===== config.mk =====
export PLATFORM = sky130hd
export DESIGN_NAME = cmc_top
export DESIGN_NICKNAME = d
export VERILOG_FILES = /design/src/core/cmc_pkg.sv /design/src/core/cmc_chan.sv /design/src/core/cmc_top.sv
export SDC_FILE = /design/constraint.sdc
export NUM_CORES = 1
export LEC_CHECK = 0
export ABC_AREA = 1
export BUFFER_PORTS_ARGS = -buffer_cell sky130_fd_sc_hd__buf_2
export CAP_MARGIN = 25
export CORE_MARGIN = 8
export CORE_UTILIZATION = 49
export DETAILED_ROUTE_END_ITERATION = 10
export GPL_TIMING_DRIVEN = 0
export HOLD_SLACK_MARGIN = 0.12
export PLACE_DENSITY = 0.75
export SYNTH_ARGS = -nofsm -noshare
export SYNTH_HDL_FRONTEND = slang
export SYNTH_SLANG_ARGS = --single-unit

===== constraint.sdc =====
create_clock -name clk -period 1.1 [get_ports clk]
set_clock_uncertainty 0.15 [all_clocks]
set_input_delay 0.055 -clock clk [delete_from_list [all_inputs] [get_ports clk]]
set_output_delay 0.055 -clock clk [all_outputs]
set_load 0.02 [all_outputs]

===== src/core/cmc_pkg.sv =====
// package: register map, field positions and encodings of the comparator block
`default_nettype none
package cmc_pkg;
    // ------------------------------------------------------------------
    // register map (word index on the plain register port)
    // ------------------------------------------------------------------
    localparam logic [3:0] ADDR_CTRL1_C1 = 4'h0;
    localparam logic [3:0] ADDR_CTRL2_C1 = 4'h1;
    localparam logic [3:0] ADDR_CTRL1_C2 = 4'h2;
    localparam logic [3:0] ADDR_CTRL2_C2 = 4'h3;
    localparam logic [3:0] ADDR_MIRROR   = 4'h4;
    localparam logic [3:0] ADDR_IRQ      = 4'h5;
    localparam logic [3:0] ADDR_ANALOG_SELECT    = 4'h6;
    localparam logic [3:0] ADDR_PORT     = 4'h7;
    localparam logic [3:0] ADDR_MISC     = 4'h8;
    localparam int         ADDR_W        = 4;
    // ------------------------------------------------------------------
    // first control register fields
    // ------------------------------------------------------------------
    localparam int BIT_ENABLE = 7;
    localparam int BIT_RESULT = 6;
    localparam int BIT_INVERT = 4;
    localparam int BIT_SPEED  = 2;
    localparam int BIT_HYST   = 1;
    localparam int BIT_SYNC   = 0;
    localparam logic [7:0] CTRL1_WMASK = 8'h97;
    localparam logic [7:0] CTRL1_RESET = 8'h04;
    // ------------------------------------------------------------------
    // second control register fields
    // ------------------------------------------------------------------
    localparam int BIT_RISE_EN = 7;
    localparam int BIT_FALL_EN = 6;
    localparam int POS_LSB     = 3;
    localparam int NEG_LSB     = 0;
    localparam logic [7:0] CTRL2_RESET = 8'h00;
    // ------------------------------------------------------------------
    // irq register: flags at 1:0, enables at 5:4
    // misc register: bit0 sleep, bit1 gate timer stops in sleep
    // ------------------------------------------------------------------
    localparam int IRQ_EN_LSB    = 4;
    localparam int BIT_SLEEP     = 0;
    localparam int BIT_TMR_HALTS = 1;
    // ------------------------------------------------------------------
    // channel encodings
    // ------------------------------------------------------------------
    localparam logic [2:0] CH_GND     = 3'h7;
    localparam logic [2:0] CH_FIXREF  = 3'h6;
    localparam logic [2:0] CH_DAC     = 3'h5;
    localparam logic [2:0] CH_PIN0    = 3'h0;
    localparam logic [2:0] NEG_PINMAX = 3'h3;
    // instruction cycle = four system clocks
    localparam logic [1:0] ICYC_LAST  = 2'h3;
    localparam int         NCMP       = 2;
    localparam int         PORT_W     = 8;
endpackage : cmc_pkg
`default_nettype wire


===== src/core/cmc_chan.sv =====
// one comparator channel: control regs, latching, edges, mux decode
`default_nettype none
module cmc_chan (
    input  wire logic       clk,
    input  wire logic       rst,
    input  wire logic       wr1,
    input  wire logic       wr2,
    input  wire logic [7:0] wdata,
    input  wire logic       icyc_en,
    input  wire logic       raw_cmp,
    input  wire logic       tmr_fall,
    input  wire logic       tmr_run,
    output logic [7:0]      ctrl1_rd,
    output logic [7:0]      ctrl2_ff,
    output logic            result_ff,
    output logic            sync_out_ff,
    output logic            edge_event,
    output logic [3:0]      pos_onehot_ff,
    output logic [4:0]      neg_onehot_ff
);
    logic [7:0] ctrl1_ff;
    logic       prev_ff;
    logic       nxt_result;

    // ------------------------------------------------------------------
    // control registers; result bit is read-only, speed bit stays as set
    // ------------------------------------------------------------------
    always_ff @(posedge clk) begin
        if (rst) begin
            ctrl1_ff <= cmc_pkg::CTRL1_RESET;
        end else if (wr1) begin
            ctrl1_ff <= wdata & cmc_pkg::CTRL1_WMASK;
        end
    end

    always_ff @(posedge clk) begin
        if (rst) begin
            ctrl2_ff <= cmc_pkg::CTRL2_RESET;
        end else if (wr2) begin
            ctrl2_ff <= wdata;
        end
    end

    // disabled core reads low; inversion applies after gating
    assign nxt_result = (raw_cmp & ctrl1_ff[cmc_pkg::BIT_ENABLE])
                      ^ ctrl1_ff[cmc_pkg::BIT_INVERT];

    // re-latch once per instruction cycle
    always_ff @(posedge clk) begin
        if (rst) begin
            result_ff <= 1'b0;
        end else if (icyc_en) begin
            result_ff <= nxt_result;
        end
    end

    // previous latched value, same domain; taken every clock so one
    // change gives a one-cycle event and a later software clear sticks
    always_ff @(posedge clk) begin
        if (rst) begin
            prev_ff <= 1'b0;
        end else begin
            prev_ff <= result_ff;
        end
    end

    assign edge_event =
        (ctrl2_ff[cmc_pkg::BIT_RISE_EN] & result_ff & ~prev_ff)
      | (ctrl2_ff[cmc_pkg::BIT_FALL_EN] & ~result_ff & prev_ff);

    // timer-synced output holds while the timer is halted in sleep
    always_ff @(posedge clk) begin
        if (rst) begin
            sync_out_ff <= 1'b0;
        end else if (!ctrl1_ff[cmc_pkg::BIT_SYNC]) begin
            sync_out_ff <= nxt_result;
        end else if (tmr_fall && tmr_run) begin
            sync_out_ff <= nxt_result;
        end
    end

    // mux controls: pos {pin0,dac,fixref,gnd}, neg {pin0..3 code,valid,fixref,gnd}
    always_ff @(posedge clk) begin
        if (rst) begin
            pos_onehot_ff <= 4'h0;
            neg_onehot_ff <= 5'h00;
        end else begin
            pos_onehot_ff[0] <= ctrl2_ff[5:3] == cmc_pkg::CH_GND;
            pos_onehot_ff[1] <= ctrl2_ff[5:3] == cmc_pkg::CH_FIXREF;
            pos_onehot_ff[2] <= ctrl2_ff[5:3] == cmc_pkg::CH_DAC;
            pos_onehot_ff[3] <= ctrl2_ff[5:3] == cmc_pkg::CH_PIN0;
            neg_onehot_ff[0] <= ctrl2_ff[2:0] == cmc_pkg::CH_GND;
            neg_onehot_ff[1] <= ctrl2_ff[2:0] == cmc_pkg::CH_FIXREF;
            neg_onehot_ff[2] <= ctrl2_ff[2:0] <= cmc_pkg::NEG_PINMAX;
            neg_onehot_ff[4:3] <= ctrl2_ff[1:0];
        end
    end

    assign ctrl1_rd = ctrl1_ff | ({7'h00, result_ff} << cmc_pkg::BIT_RESULT);

    // ------------------------------------------------------------------
    // checks
    // ------------------------------------------------------------------
    property p_rise_sets;
        @(posedge clk) disable iff (rst)
        (icyc_en && !rst && nxt_result && !result_ff
         && ctrl2_ff[cmc_pkg::BIT_RISE_EN] && !wr2)
        |=> edge_event;
    endproperty
    a_rise_sets: assert property (p_rise_sets)
        else $error("rising edge did not raise event");

    property p_fall_sets;
        @(posedge clk) disable iff (rst)
        (edge_event && !result_ff) |-> ctrl2_ff[cmc_pkg::BIT_FALL_EN];
    endproperty
    a_fall_sets: assert property (p_fall_sets)
        else $error("falling event without its enable");

    property p_latch;
        @(posedge clk) disable iff (rst)
        icyc_en |=> result_ff == $past(nxt_result);
    endproperty
    a_latch: assert property (p_latch)
        else $error("result not latched on instruction cycle");

    property p_hold;
        @(posedge clk) disable iff (rst)
        !icyc_en |=> $stable(result_ff);
    endproperty
    a_hold: assert property (p_hold)
        else $error("result changed between instruction cycles");

    property p_async;
        @(posedge clk) disable iff (rst)
        !ctrl1_ff[cmc_pkg::BIT_SYNC] |=> sync_out_ff == $past(nxt_result);
    endproperty
    a_async: assert property (p_async)
        else $error("unsynced output does not follow");

    property p_sync_hold;
        @(posedge clk) disable iff (rst)
        (ctrl1_ff[cmc_pkg::BIT_SYNC] && !(tmr_fall && tmr_run))
        |=> $stable(sync_out_ff);
    endproperty
    a_sync_hold: assert property (p_sync_hold)
        else $error("synced output moved without timer fall");

    // no disable here: the check looks at the first edge after release
    property p_speed;
        @(posedge clk)
        $fell(rst) |-> ctrl1_ff[cmc_pkg::BIT_SPEED];
    endproperty
    a_speed: assert property (p_speed)
        else $error("speed bit not set out of reset");

    property p_mux_gnd;
        @(posedge clk) disable iff (rst)
        (ctrl2_ff[5:3] == cmc_pkg::CH_GND) ##1 $stable(ctrl2_ff)
        |-> pos_onehot_ff == 4'h1;
    endproperty
    a_mux_gnd: assert property (p_mux_gnd)
        else $error("positive ground select not decoded");
endmodule : cmc_chan
`default_nettype wire


===== src/core/cmc_top.sv =====
// comparator control top: register port, two channels, flags, mirror
//
// Behaviour
// - negative field picks ground, reference, none, or pins three..zero.
// - positive field picks ground, reference, converter, pin zero, else none.
// - enable bit turns comparator on; off means no active power.
// - result bit high when positive exceeds negative, reversed by inversion.
// - invert bit flips result for status and all downstream uses.
// - speed bit resets to one; zero is reserved for software.
// - hysteresis bit switches input hysteresis, reset off.
// - sync bit makes output update only on timer clock falling edge.
// - rising enable sets flag on each low-to-high result edge.
// - falling enable sets flag on each high-to-low result edge.
// - mirror register shows comparator two at bit1, one at bit0.
// - comparator runs in sleep; synced path stops if timer halts.
// - enabled comparator interrupt wakes the device from sleep.
// - active output with shutdown enable suspends waveform unit at once.
// - port reads give zero on analog pins, level on digital pins.
// - software clears flag; a simultaneous new edge keeps it set.
// - toggling invert or enable while off can raise the flag.
// - internal result is re-latched once every instruction cycle.
//
// Our own choices: the address-and-strobe port and the register offsets.
`default_nettype none
module cmc_top (
    input  wire logic                        clk,
    input  wire logic                        rst,
    input  wire logic [cmc_pkg::ADDR_W-1:0]  addr,
    input  wire logic [7:0]                  wdata,
    input  wire logic                        wr_en,
    input  wire logic                        rd_en,
    output logic      [7:0]                  rdata,
    input  wire logic [cmc_pkg::NCMP-1:0]    raw_cmp,
    input  wire logic                        tmr_clk_src,
    input  wire logic [cmc_pkg::NCMP-1:0]    shutdown_source_enable,
    input  wire logic [cmc_pkg::PORT_W-1:0]  pin_level,
    output logic [cmc_pkg::NCMP-1:0]         cmp_out_ff,
    output logic [cmc_pkg::NCMP-1:0]         cmp_core_on_ff,
    output logic [cmc_pkg::NCMP-1:0]         hysteresis_ff,
    output logic [cmc_pkg::NCMP-1:0]         speed_ff,
    output logic [7:0]                       pos_sel_ff,
    output logic [9:0]                       neg_sel_ff,
    output logic                             shutdown_ff,
    output logic                             wake_ff,
    output logic [cmc_pkg::NCMP-1:0]         irq_flag_ff
);
    logic [1:0]  icyc_cnt_ff;
    logic        icyc_en;
    logic        tmr_prev_ff;
    logic        tmr_fall;
    logic [1:0]  irq_en_ff;
    logic [1:0]  misc_ff;
    logic [cmc_pkg::PORT_W-1:0] analog_select_ff;
    logic [1:0]  ev;
    logic [1:0]  res;
    logic [1:0]  syncv;
    logic [7:0]  c1rd [2];
    logic [7:0]  c2rd [2];
    logic [3:0]  posoh [2];
    logic [4:0]  negoh [2];
    logic        wr_irq;
    logic [7:0]  nxt_rdata;

    // ------------------------------------------------------------------
    // instruction-cycle enable: one pulse every four system clocks
    // ------------------------------------------------------------------
    always_ff @(posedge clk) begin
        if (rst) begin
            icyc_cnt_ff <= 2'h0;
        end else begin
            icyc_cnt_ff <= icyc_cnt_ff + 2'h1;
        end
    end
    assign icyc_en = icyc_cnt_ff == cmc_pkg::ICYC_LAST;

    // timer clock source sampled as a synchronous level
    always_ff @(posedge clk) begin
        if (rst) begin
            tmr_prev_ff <= 1'b0;
        end else begin
            tmr_prev_ff <= tmr_clk_src;
        end
    end
    assign tmr_fall = tmr_prev_ff & ~tmr_clk_src;

    // ------------------------------------------------------------------
    // the two comparator channels
    // ------------------------------------------------------------------
    genvar gi;
    generate
        for (gi = 0; gi < cmc_pkg::NCMP; gi++) begin : g_ch
            cmc_chan u_ch (
                .clk           (clk),
                .rst           (rst),
                .wr1           (wr_en && addr == 4'(2 * gi)),
                .wr2           (wr_en && addr == 4'(2 * gi + 1)),
                .wdata         (wdata),
                .icyc_en       (icyc_en),
                .raw_cmp       (raw_cmp[gi]),
                .tmr_fall      (tmr_fall),
                .tmr_run       (!(misc_ff[cmc_pkg::BIT_SLEEP]
                                && misc_ff[cmc_pkg::BIT_TMR_HALTS])),
                .ctrl1_rd      (c1rd[gi]),
                .ctrl2_ff      (c2rd[gi]),
                .result_ff     (res[gi]),
                .sync_out_ff   (syncv[gi]),
                .edge_event    (ev[gi]),
                .pos_onehot_ff (posoh[gi]),
                .neg_onehot_ff (negoh[gi])
            );
        end
    endgenerate

    // ------------------------------------------------------------------
    // software-set config: irq enables, sleep state, analog select
    // ------------------------------------------------------------------
    assign wr_irq = wr_en && addr == cmc_pkg::ADDR_IRQ;
    always_ff @(posedge clk) begin
        if (rst) begin
            irq_en_ff <= 2'h0;
        end else if (wr_irq) begin
            irq_en_ff <= wdata[cmc_pkg::IRQ_EN_LSB +: 2];
        end
    end

    always_ff @(posedge clk) begin
        if (rst) begin
            misc_ff <= 2'h0;
        end else if (wr_en && addr == cmc_pkg::ADDR_MISC) begin
            misc_ff <= wdata[1:0];
        end
    end

    always_ff @(posedge clk) begin
        if (rst) begin
            analog_select_ff <= '1;
        end else if (wr_en && addr == cmc_pkg::ADDR_ANALOG_SELECT) begin
            analog_select_ff <= wdata;
        end
    end

    // flags: writing 1 clears, a same-cycle edge wins over the clear
    always_ff @(posedge clk) begin
        if (rst) begin
            irq_flag_ff <= 2'h0;
        end else begin
            irq_flag_ff <= (irq_flag_ff & ~({2{wr_irq}} & wdata[1:0]))
                         | ev;
        end
    end

    // wake only while the matching enable is set
    always_ff @(posedge clk) begin
        if (rst) begin
            wake_ff <= 1'b0;
        end else begin
            wake_ff <= misc_ff[cmc_pkg::BIT_SLEEP]
                     && |(irq_flag_ff & irq_en_ff);
        end
    end

    // ------------------------------------------------------------------
    // outputs toward analog cores, timer, pin and waveform unit
    // ------------------------------------------------------------------
    always_ff @(posedge clk) begin
        if (rst) begin
            cmp_out_ff     <= 2'h0;
            cmp_core_on_ff <= 2'h0;
            hysteresis_ff  <= 2'h0;
            speed_ff       <= 2'h3;
            pos_sel_ff     <= 8'h00;
            neg_sel_ff     <= 10'h000;
            shutdown_ff    <= 1'b0;
        end else begin
            cmp_out_ff     <= syncv;
            cmp_core_on_ff <= {c1rd[1][cmc_pkg::BIT_ENABLE],
                               c1rd[0][cmc_pkg::BIT_ENABLE]};
            hysteresis_ff  <= {c1rd[1][cmc_pkg::BIT_HYST],
                               c1rd[0][cmc_pkg::BIT_HYST]};
            speed_ff       <= {c1rd[1][cmc_pkg::BIT_SPEED],
                               c1rd[0][cmc_pkg::BIT_SPEED]};
            pos_sel_ff     <= {posoh[1], posoh[0]};
            neg_sel_ff     <= {negoh[1], negoh[0]};
            shutdown_ff    <= |(syncv & shutdown_source_enable);
        end
    end

    // ------------------------------------------------------------------
    // register read, data one cycle after the strobe
    // ------------------------------------------------------------------
    always_comb begin
        nxt_rdata = 8'h00;
        unique case (addr)
            cmc_pkg::ADDR_CTRL1_C1: nxt_rdata = c1rd[0];
            cmc_pkg::ADDR_CTRL2_C1: nxt_rdata = c2rd[0];
            cmc_pkg::ADDR_CTRL1_C2: nxt_rdata = c1rd[1];
            cmc_pkg::ADDR_CTRL2_C2: nxt_rdata = c2rd[1];
            cmc_pkg::ADDR_MIRROR:   nxt_rdata = {6'h00, res};
            cmc_pkg::ADDR_IRQ:      nxt_rdata = {2'h0, irq_en_ff,
                                                 2'h0, irq_flag_ff};
            cmc_pkg::ADDR_ANALOG_SELECT:    nxt_rdata = analog_select_ff;
            cmc_pkg::ADDR_PORT:     nxt_rdata = pin_level & ~analog_select_ff;
            cmc_pkg::ADDR_MISC:     nxt_rdata = {6'h00, misc_ff};
            default:                nxt_rdata = 8'h00;
        endcase
    end

    always_ff @(posedge clk) begin
        if (rst) begin
            rdata <= 8'h00;
        end else begin
            rdata <= rd_en ? nxt_rdata : 8'h00;
        end
    end

    // ------------------------------------------------------------------
    // checks
    // ------------------------------------------------------------------
    property p_flag_wins;
        @(posedge clk) disable iff (rst)
        ev[0] |=> irq_flag_ff[0];
    endproperty
    a_flag_wins: assert property (p_flag_wins)
        else $error("edge lost against clear");

    property p_mirror;
        @(posedge clk) disable iff (rst)
        (rd_en && addr == cmc_pkg::ADDR_MIRROR)
        |=> rdata == {6'h00, $past(res)};
    endproperty
    a_mirror: assert property (p_mirror)
        else $error("mirror register wrong");

    property p_port;
        @(posedge clk) disable iff (rst)
        (rd_en && addr == cmc_pkg::ADDR_PORT)
        |=> (rdata & $past(analog_select_ff)) == 8'h00;
    endproperty
    a_port: assert property (p_port)
        else $error("analog pin read nonzero");

    property p_shutdown;
        @(posedge clk) disable iff (rst)
        |(syncv & shutdown_source_enable) |=> shutdown_ff;
    endproperty
    a_shutdown: assert property (p_shutdown)
        else $error("shutdown not raised");

    property p_wake;
        @(posedge clk) disable iff (rst)
        wake_ff |-> $past(|(irq_flag_ff & irq_en_ff));
    endproperty
    a_wake: assert property (p_wake)
        else $error("wake without enabled flag");
endmodule : cmc_top
`default_nettype wire


* After elaboration in Yosys (flattened, before gate mapping) *
Index checks and enable logic that the tools add are counted.

operators by class
  $add $sub $neg = 1
  bitwise gates (word level) = 31
  $lt $le $gt $ge = 2
  mux-type cells = 5
  equality and inequality tests = 21
  reduce and logical (&&, ||, !) cells = 17

operators with widths
  kind                                                            number
  case mux 8 bit (9 select lines)                                 1
  equality test 3 bit, second input constant                      10
  equality test 4 x 3 -> 1 bit, second input constant             4
  OR 8 x 7 -> 8 bit                                               2
  bitwise AND 1 bit                                               11
  logical AND 1 bit                                               10
  bitwise AND 2 bit                                               4
  bitwise AND 8 bit                                               1
  equality test 4 x 2 -> 1 bit, second input constant             2
  NOT 8 bit                                                       1
  less-or-equal comparator 3 x 2 -> 1 bit, second input constant  2
  logical NOT 3 bit                                               2
  NOT 1 bit                                                       6
  OR reduction 2 bit                                              3
  equality test 4 x 1 -> 1 bit, second input constant             1
  equality test 4 bit, second input constant                      1
  logical NOT 4 bit                                               1
  two-way mux 1 bit                                               4
  != test 2 bit, second input constant                            2
  adder 2 x 1 -> 2 bit, second input constant                     1
  equality test 2 bit, second input constant                      1
  NOT 2 bit                                                       1
  OR 1 bit                                                        2
  OR 2 bit                                                        1
  other kinds (2)                                                 3

storage, ports and cells
  bits in registers = 103
  output and inout port bits = 38
  word-level logic and storage cells = 106
  input port bits = 29

* Logic depth before layout (Yosys ltp) *
Gate-level depths: netlist (run 1).

  depth in word-level cells = 6
  depth in mapped cells = 9
  gate-level depth less buffers = 8

* Hierarchy *
A second synthesis (run 1) with hierarchy kept.

unflattened totals
  cell total of the unflattened synthesis = 515
  area total of the unflattened synthesis = 3960.0 um^2

modules (own cells, without submodules)
  module    instances  area each (um^2)  sequential area each (um^2)  cells each
  cmc_top   1          2163.3            1061.0                       305
  cmc_chan  2          898.4             500.5                        105

* Worst setup path before layout (run 1) *
No wires, ideal clock.

  kind = in2reg
  from = in addr[2] in the netlist's numbering
  to = reg g_ch[0].u_ch.ctrl2_ff[0]
  path buffers = 0
  path slack = 0.004 ns
  required time = 0.818 ns
  stages = 6
  setup time = 0.132 ns
  arrival = 0.813 ns
  cells stage by stage = inv_1 nand2_1 nor3_4 nand2_1 nand2_1 a21oi_1

on the way
  word-level cells in the longest chain between the ends = 2

RTL lines
  what                          RTL line        RTL
  from (decl)                   cmc_top.sv:28   input wire logic [cmc_pkg::ADDR_W-1:0] addr,
  equality test 4 x 1 -> 1 bit  cmc_top.sv:96   .wr2 (wr_en && addr == 4'(2 * gi + 1)),
  logical AND 1 bit             cmc_top.sv:96
  to (signal assigned)          cmc_chan.sv:38  ctrl2_ff <= cmc_pkg::CTRL2_RESET;
  to (signal assigned)          cmc_chan.sv:40  ctrl2_ff <= wdata;
  to (decl)                     cmc_chan.sv:14  output logic [7:0] ctrl2_ff,

No other way between the ends.
A chain may end at the register's enable or synchronous reset.

* Worst setup path after layout (run 1) *
  from = reg misc_ff[0]
  to = reg g_ch[1].u_ch.sync_out_ff

on the way
  word-level cells in the longest chain between the ends = 4

RTL lines
  what                     RTL line        RTL
  from (decl)              cmc_top.sv:52   logic [1:0] misc_ff;
  from (signal assigned)   cmc_top.sv:130  misc_ff <= wdata[1:0];
  logical AND 1 bit        cmc_top.sv:102  && misc_ff[cmc_pkg::BIT_TMR_HALTS])),
  logical NOT 1 bit        cmc_top.sv:101  .tmr_run (!(misc_ff[cmc_pkg::BIT_SLEEP]
  logical AND 1 bit        cmc_chan.sv:77  end else if (tmr_fall && tmr_run) begin
  != test 2 bit (no line)  n/a
  to (signal assigned)     cmc_chan.sv:76  sync_out_ff <= nxt_result;
  to (signal assigned)     cmc_chan.sv:78  sync_out_ff <= nxt_result;
  to (decl)                cmc_chan.sv:16  output logic sync_out_ff,

No other way between the ends.

==> results of run 1 <==
[sequential cells by signal, summed over array words and instances, names as in the netlist, 8 cells and up]
register / flops
g_ch.u_ch.ctrl2_ff: 16
g_ch.u_ch.ctrl1_ff: 10
g_ch.u_ch.neg_onehot_ff: 10
neg_sel_ff: 10
analog_select_ff: 8
g_ch.u_ch.pos_onehot_ff: 8
pos_sel_ff: 8
rdata: 8
[worst min path at each step]
| stage | to | depth (start not counted) | slack [ns] | start |
|---|---|---|---|---|
| after global routing | g_ch[0].u_ch.ctrl2_ff[0] | 3 | -0.07 | wr_en |
| after detailed placement | shutdown_ff | 2 | 0.12 | shutdown_source_enable[0] |
| final | g_ch[0].u_ch.ctrl2_ff[0] | 3 | -0.08 | wr_en |
| after floorplan | shutdown_ff | 1 | 0.03 | shutdown_source_enable[0] |
| after global placement | shutdown_ff | 2 | 0.11 | shutdown_source_enable[0] |
| after CTS | misc_ff[0] | 4 | -0.17 | rst |
[what timing repair did]
action / in CTS / in global routing
endpoints found under the hold margin: 58 / 20
resized for setup: 17 / 38
endpoints found under the setup margin: 58 / 25
setup buffers: 5 / 2
pin swaps: 2 / 6
hold buffers: 22 / 1
[area by class of cell]
class / instances / share of cell area
plain buffers: 18 / 0.02093
clock buffers: 11 / 0.02747
clock inverters: 5 / 0.008632
inverters: 73 / 0.05781
multi-input cells: 279 / 0.2922
flip-flops and latches: 103 / 0.4366
well taps: 102 / 0.02668
repair buffers: 95 / 0.1297
[power by group]
group	total [mW]	internal [mW]	switching [mW]
Combinational	0.551	0.202	0.348
Sequential	3.83	3.80	0.0366
Clock	2.14	0.854	1.29
[routing by layer]
layer,vias to the layer above,track usage
li1,1735,-
met1,1572,0.2403
met2,149,0.3048
met3,31,0.04461
met4,0,0.09411
met5,-,0
[per-stage QoR]
stage               area (um2)  cells  utilization
finish                    4783    686       0.6288
global route              4783    686       0.6288
CTS                       4674    683       0.6145
detailed placement        4225    640       0.5554
global placement          4225    640       0.5554
floorplan                 3772    473            -
[cells in the mapped netlist (all sizes together)]
cell	n
buf	8
inv	73
clkbuf	10
nand4	3
a31oi	2
nand2	53
nor2	66
o21ai	44
a21oi	45
nand3	43
nor4	12
or2	1
dfxtp	103
xor2	2
a211oi	1
a22o	1
nor3	2
o22ai	1
ha	1
o211ai	2
[worst max-delay path: stages (launching register included)]
cell,delay [ns]
dfxtp_2,0.35
inv_2,0.04
o211ai_1,0.16
buf_4,0.17
nand2_1,0.05
nand2_1,0.05
a21oi_1,0.05
[cells by family after synthesis]
group	Yosys count	share of synthesized area
xor+xnor	2	0.004644
simple gates	180	0.2156
buf+inv	91	0.09851
flops	103	0.5466
compound gates	96	0.1313
fa+ha+maj	1	0.003316
==> impl_metrics.py, run 1 <==
metrics = {
    "status": {
        "run_status": "finished with violations",
        "violations": "negative hold slack, negative setup slack",
    },
    "timing": {
        "setup_tns_ns": -0.1160,
        "finalSetupViolations": 2,
        "hold_slack_ns": -0.07673,
        "period_share": 1.054,
        "worstMarginPinSlew_ns": 0.5948,
        "hold_viol": 3,
        "fmax_mhz": 862.8,
        "maxSlewViolCount": 0,
        "relSlewSlack": 0.6035,
        "worst_slack_ns": -0.05903,
        "rsz0062_at_grt": "yes",
        "period_needed_ns": 1.159,
    },
    "clock_network": {
        "numCtsBuffers": 9,
        "clock-sinks": 103,
        "cts_root_buf": "clkbuf_8",
        "cts_max_path_buffers": 2,
        "path_clk_slew_ns": 0.10,
        "cts_tree": "done",
        "clk_latency_ns": 0.36,
        "htree_num_levels": 3,
    },
    "routing": {
        "drtIter0Drc": 161,
        "route.met3.wl_um": 843,
        "post-route-drc-count": 0,
        "dr.max_layer_used": "met4",
        "vias": 3487,
        "final_antenna_net_count": 0,
        "drt_wl_total_um": 10370,
        "drt_pass1_iterations": 5,
        "wl_per_cell_um": 15.12,
        "dr_wl_met2_um": 4768,
        "drt-met1-wl_um": 4404,
        "via_per_inst": 5.083,
    },
    "run": {
        "cap_violations": 0,
    },
    "die": {
        "die_x_um": 103.7,
        "die_h_um": 103.7,
        "rows": 32,
        "core_mm2": 0.007607,
        "initial_core_util": 0.4959,
        "ios": 67,
        "dieArea_mm2": 0.01076,
    },
    "place": {
        "io_buffer_count": 65,
        "hpwl_um": 7391,
        "dp_slack_ns": -0.4981,
        "gpl.final_weighted_congestion": 0.9269,
    },
    "grt": {
        "grt_max_degree": 18,
        "antenna_found_initial": 0,
        "overflow": 0,
        "grt_pass1_wl_um": 16880,
        "track_usage": 0.1922,
        "first_global_vias": 3386,
    },
    "worst_setup_path": {
        "crit_path_start_kind": "flip-flop",
        "rrSetupSlack_ns": -0.06,
        "r2r_end": "g_ch[1].u_ch.sync_out_ff",
        "r2r-start": "misc_ff[0]",
        "worstPathArrival_ns": 1.24,
        "crit_type": "flip-flop to flip-flop",
        "path_max_fanout": 4,
        "required_ns": 1.18,
        "critPathLaunch": "misc_ff[0]",
        "reg2reg_depth": 6,
        "critPathCapture": "g_ch[1].u_ch.sync_out_ff",
        "end_kind": "flip-flop",
    },
    "cells_and_area": {
        "num_antenna_cells": 0,
        "area_growth_pct": 26.80,
        "num-nets-final": 609,
        "layout_common_cells": "dfxtp_1, inv_1, buf_2, nor2_1, nand2_1",
        "drive_above_1_share": 0.2466,
        "seq_area_mm2": 0.002088,
        "multi_input_area_mm2": 0.001398,
        "fillers": 660,
        "mostFrequentLayoutCell": "dfxtp_1",
    },
    "yosys": {
        "syn_nets": 503,
        "avgSynthCellArea_um2": 7.975,
        "syn_area_mm2": 0.003772,
        "syn_inst": 473,
        "synth-seq-cells": 103,
        "synth.top_cell.area_share": 0.5466,
        "synth_top_cell_by_area": "dfxtp_1",
        "synth.distinct_cells": 26,
        "synth_area_leaders": "dfxtp_1, inv_1, a21oi_1, nor2_1, o21ai_0",
        "yosys_warnings": 0,
        "yosysSeqAreaShare": 0.5466,
    },
    "power_and_ir_drop": {
        "p_total_mw": 6.527,
        "powerDensity_mw_per_mm2": 1364,
        "vdd_drop_max_mv": 0.6639,
        "p_leak_nw": 2.010,
    },
    "hold_path": {
        "hp-class": "input pin to flip-flop",
    },
}
No activity file was read; power rests on OpenSTA's default activity.
==> run 2: changes to the inputs <==
PLACE_DENSITY = 0.74   (was 0.75)
==> impl_metrics.py, run 2 (synthesis results as in run 1) <==
metrics = {
    "routing": {
        "post-route-drc-count": 0,
        "vias": 3498,
        "via_per_inst": 5.062,
        "drt_wl_total_um": 10780,
        "drt_pass1_iterations": 4,
        "drt-met1-wl_um": 4719,
        "wl_per_cell_um": 15.60,
        "final_antenna_net_count": 0,
        "route.met3.wl_um": 801,
        "dr.max_layer_used": "met4",
        "drtIter0Drc": 256,
        "dr_wl_met2_um": 5059,
    },
    "grt": {
        "grt_pass1_wl_um": 17240,
        "antenna_found_initial": 0,
        "track_usage": 0.1989,
        "grt_max_degree": 18,
        "first_global_vias": 3370,
        "overflow": 0,
    },
    "clock_network": {
        "htree_num_levels": 3,
        "cts_tree": "done",
        "clk_latency_ns": 0.37,
        "path_clk_slew_ns": 0.10,
        "clock-sinks": 103,
        "cts_max_path_buffers": 2,
        "cts_root_buf": "clkbuf_8",
        "numCtsBuffers": 9,
    },
    "worst_setup_path": {
        "r2r-start": "misc_ff[0]",
        "rrSetupSlack_ns": -0.04,
        "required_ns": 1.18,
        "reg2reg_depth": 6,
        "crit_path_start_kind": "flip-flop",
        "r2r_end": "g_ch[1].u_ch.sync_out_ff",
        "end_kind": "flip-flop",
        "worstPathArrival_ns": 1.22,
        "crit_type": "flip-flop to flip-flop",
        "path_max_fanout": 4,
    },
    "die": {
        "die_h_um": 103.7,
        "die_x_um": 103.7,
        "dieArea_mm2": 0.01076,
        "initial_core_util": 0.4959,
        "core_mm2": 0.007607,
        "ios": 67,
        "rows": 32,
    },
    "run": {
        "cap_violations": 0,
    },
    "place": {
        "dpl.cell_count": 640,
        "gpl.final_weighted_congestion": 0.9146,
        "dp_slack_ns": -0.5082,
        "hpwl_um": 7710,
        "io_buffer_count": 65,
    },
    "hold_path": {
        "holdPathStages": 3,
        "hp-start": "wr_en",
        "holdPathEnd": "g_ch[0].u_ch.ctrl2_ff[0]",
        "hp-class": "input pin to flip-flop",
    },
    "cells_and_area": {
        "largest-register": "g_ch.u_ch.ctrl2_ff",
        "layout_common_cells": "dfxtp_1, inv_1, buf_2, nor2_1, nand2_1",
        "layoutNonFillerInstCount": 691,
        "drive_above_1_share": 0.2428,
        "num_antenna_cells": 0,
        "mostFrequentLayoutCell": "dfxtp_1",
        "largest_register_ffs": 16,
        "num-nets-final": 614,
        "area_growth_pct": 27.96,
    },
    "power_and_ir_drop": {
        "pwr-share-seq": 0.572,
        "swShare": 0.2558,
        "p_clk_frac": 0.344,
        "p_total_mw": 6.703,
        "p_leak_nw": 2.044,
        "comb_power_share": 0.084,
        "p_int_mw": 4.989,
        "vdd_drop_max_mv": 0.6666,
        "p_sw_mw": 1.714,
        "powerDensity_mw_per_mm2": 1389,
    },
    "status": {
        "run_status": "finished with violations",
        "violations": "negative hold slack, negative setup slack",
    },
    "timing": {
        "maxSlewViolCount": 0,
        "worst_slack_ns": -0.03668,
        "finalSetupViolations": 2,
        "relSlewSlack": 0.5601,
        "period_share": 1.033,
        "worstMarginPinSlew_ns": 0.6598,
        "rsz0062_at_grt": "yes",
        "fmax_mhz": 879.8,
        "setup_tns_ns": -0.06931,
        "hold_slack_ns": -0.08109,
        "period_needed_ns": 1.137,
        "hold_viol": 2,
    },
}
==> run 2: changes by cell type in the layout (fill, tap and decap cells not counted), sizes merged <==
cell | previous run | this run
clkinv | 1 | 2
buf | 80 | 85
inv | 76 | 75
clkinvlp | 1 | 0
clkbuf | 21 | 22
==> run 2: worst max-delay path by stage <==
stage | cells past startpoint | from | endpoint
final | 6 | misc_ff[0] | g_ch[1].u_ch.sync_out_ff
after global routing | 6 | misc_ff[1] | g_ch[0].u_ch.sync_out_ff
after CTS | 6 | misc_ff[1] | g_ch[0].u_ch.sync_out_ff
after detailed placement | 6 | addr[3] | rdata[7]
after global placement | 6 | addr[3] | rdata[7]
after floorplan | 6 | addr[2] | g_ch[0].u_ch.ctrl2_ff[0]
==> run 2: routing by layer <==
layer  vias to the layer above  track usage
met5                         -            0
met4                         0      0.06929
met3                        17      0.04647
met2                       137       0.3364
met1                      1596       0.2414
li1                       1748            -
==> run 2: cell type report <==
type | instances | area (um2)
Fill cell | 691 | 2780
Sequential cell | 103 | 2091
Multi-Input combinational cell | 279 | 1379
Timing Repair Buffer | 100 | 658.1
Inverter | 73 | 276.5
Clock buffer | 12 | 155.1
Tap cell | 102 | 127.6
Buffer | 18 | 102.6
Clock inverter | 4 | 37.54
==> run 2: worst max-delay path, stage by stage, from the launching register on <==
cell	delay, ns
dfxtp_2	0.35
inv_2	0.05
o211ai_1	0.14
buf_4	0.16
nand2_1	0.05
nand2_1	0.05
a21oi_1	0.05
==> run 2: repair_timing <==
action                                  CTS  global route
setup buffers                             2            10
hold endpoints to repair                 58            17
hold buffers                             22             1
resized for setup                        19            30
endpoints found under the setup margin   59            19
pin swaps                                 2             5
==> run 2: power by group through the flow <==
stage,clock network [mW],registers (mW),logic (mW)
2_1_floorplan,0,3.93,0.238
3_3_place_gp,0,3.92,0.452
3_5_place_dp,0,3.92,0.457
4_1_cts,2.34,3.83,0.528
5_1_grt,2.49,3.84,0.617
6_report,2.31,3.83,0.563
==> run 2: stage by stage <==
step / instance area, um2 / utilization
final: 4827 / 0.6345
after global routing: 4827 / 0.6345
after CTS: 4686 / 0.6160
after detailed placement: 4225 / 0.5554
after global placement: 4225 / 0.5554
after floorplan: 3772 / -
==> run 3: changes to the inputs <==
CORE_ASPECT_RATIO = 0.9   (was not set)
RECOVER_POWER = 50   (was not set)
==> impl_metrics.py, run 3 (synthesis results as in run 1) <==
metrics = {
    "status": {
        "run_status": "finished with violations",
        "violations": "negative hold slack, negative setup slack",
    },
    "routing": {
        "final_antenna_net_count": 0,
        "vias": 3561,
        "wl_per_cell_um": 15.99,
        "via_per_inst": 5.161,
        "drt_pass1_iterations": 5,
        "drt-met1-wl_um": 4635,
        "dr.max_layer_used": "met4",
        "post-route-drc-count": 0,
        "drtIter0Drc": 295,
        "dr_wl_met2_um": 5373,
        "drt_wl_total_um": 11030,
        "route.met3.wl_um": 838,
    },
    "grt": {
        "track_usage": 0.2035,
        "overflow": 0,
        "antenna_found_initial": 0,
        "first_global_vias": 3364,
        "grt_pass1_wl_um": 17190,
        "grt_max_degree": 17,
    },
    "cells_and_area": {
        "largest_register_ffs": 16,
        "num-nets-final": 620,
        "layout_common_cells": "dfxtp_1, inv_1, buf_2, nor2_1, nand2_1",
        "layoutNonFillerInstCount": 690,
        "drive_above_1_share": 0.2778,
        "mostFrequentLayoutCell": "dfxtp_1",
        "area_growth_pct": 30.08,
        "design_area_mm2": 0.004907,
        "largest-register": "g_ch.u_ch.ctrl2_ff",
        "num_antenna_cells": 0,
        "utilization": 0.6537,
    },
    "run": {
        "cap_violations": 0,
    },
    "clock_network": {
        "clk_latency_ns": 0.35,
        "clock-sinks": 103,
        "numCtsBuffers": 9,
        "cts_tree": "done",
        "ctsHoldBuffers": 22,
        "cts_root_buf": "clkbuf_8",
        "htree_num_levels": 3,
        "cts_max_path_buffers": 2,
        "path_clk_slew_ns": 0.09,
    },
    "timing": {
        "finalSetupViolations": 4,
        "period_needed_ns": 1.158,
        "rsz0062_at_grt": "yes",
        "fmax_mhz": 863.4,
        "hold_viol": 3,
        "maxSlewViolCount": 0,
        "worst_slack_ns": -0.05824,
        "relSlewSlack": 0.6195,
        "period_share": 1.053,
        "worstMarginPinSlew_ns": 0.5707,
        "hold_slack_ns": -0.01106,
    },
    "place": {
        "gpl.final_weighted_congestion": 0.9027,
        "dpl.cell_count": 634,
        "placedInstanceArea_mm2": 0.004218,
        "dp_slack_ns": -0.5178,
        "hpwl_um": 7731,
        "io_buffer_count": 65,
    },
    "worst_setup_path": {
        "crit_chain": "inv_2, o211ai_1, buf_4, nand2_2, nand2_2, a21oi_2",
        "critPathLaunch": "misc_ff[0]",
        "critPathSlowestCell": "dfxtp_2",
        "crit_path_start_kind": "flip-flop",
        "worst_path_most_repeated_cell": "nand2_2",
        "required_ns": 1.19,
        "crit_type": "flip-flop to flip-flop",
        "path_max_fanout": 4,
        "r2r-start": "misc_ff[0]",
        "max_stage_delay_ns": 0.34,
        "end_kind": "flip-flop",
        "worstPathArrival_ns": 1.25,
    },
    "die": {
        "dieArea_mm2": 0.01077,
        "core_mm2": 0.007507,
        "rows": 30,
        "ios": 67,
        "die_h_um": 99.24,
        "initial_core_util": 0.5025,
        "die_x_um": 108.5,
    },
    "hold_path": {
        "hp-start": "raw_cmp[1]",
        "hp-class": "input pin to flip-flop",
    },
    "power_and_ir_drop": {
        "vdd_drop_max_mv": 0.9072,
        "powerDensity_mw_per_mm2": 1321,
        "p_leak_nw": 2.064,
    },
}
==> run 3: cell count changes in the layout (fill, tap and decap cells not counted), moves of 3 or more <==
cell and delta:
buf_2 -8, buf_4 +8, buf_6 -4, clkbuf_2 +10, dfxtp_1 +3, dfxtp_2 -3
nand2_1 -6, nand2_2 +5, o21ai_0 -7, o21ai_1 +6
==> run 3: cell type report <==
class	instances	area, um2
fillers	660	2600
flip-flops and latches	103	2087
multi-input cells	279	1461
repair buffers	106	704.4
inverters	73	276.5
clock buffers	10	127.6
well taps	96	120.1
plain buffers	18	95.09
clock inverters	5	35.03
==> run 3: through the flow <==
step	power (mW)	setup TNS (ns)
global placement	4.363	-28.18
finish	6.481	-0.1242
detailed placement	4.373	-31.00
floorplan	4.172	0
global route	6.719	-1.279
CTS	6.444	-0.1146
==> run 3: power by group <==
group	total [mW]	internal [mW]	switching (mW)
clock network	2.05	0.816	1.24
registers	3.83	3.79	0.0373
logic	0.595	0.223	0.372
total	6.48	4.83	1.65
==> run 3: critical path: cells and delay by family, from the launching register on <==
kind	cells	cell delay, ns
flops	1	0.34
compound gates	2	0.22
simple gates	2	0.12
buf+inv	2	0.21
==> run 3: path summary, 6_finish.rpt <==
check | slack [ns] | cells past startpoint | to
setup / recovery | -0.06 | 6 | g_ch[1].u_ch.sync_out_ff
hold / removal | -0.01 | 5 | g_ch[1].u_ch.sync_out_ff
setup reg to reg | -0.06 | 6 | g_ch[1].u_ch.sync_out_ff
hold reg to reg | 0.26 | 2 | neg_sel_ff[9]
==> run 3: timing repair <==
item	CTS	global route
endpoints found under the hold margin	54	10
setup endpoints to repair	35	40
resized for setup	18	63
setup buffers	6	13
pin swaps	2	20
==> run 3: metal layers <==
| layer | track usage | vias to the layer above |
|---|---|---|
| met5 | 0 | - |
| met4 | 0.06099 | 0 |
| met3 | 0.03814 | 17 |
| met2 | 0.3433 | 144 |
| met1 | 0.2558 | 1641 |
| li1 | - | 1759 |
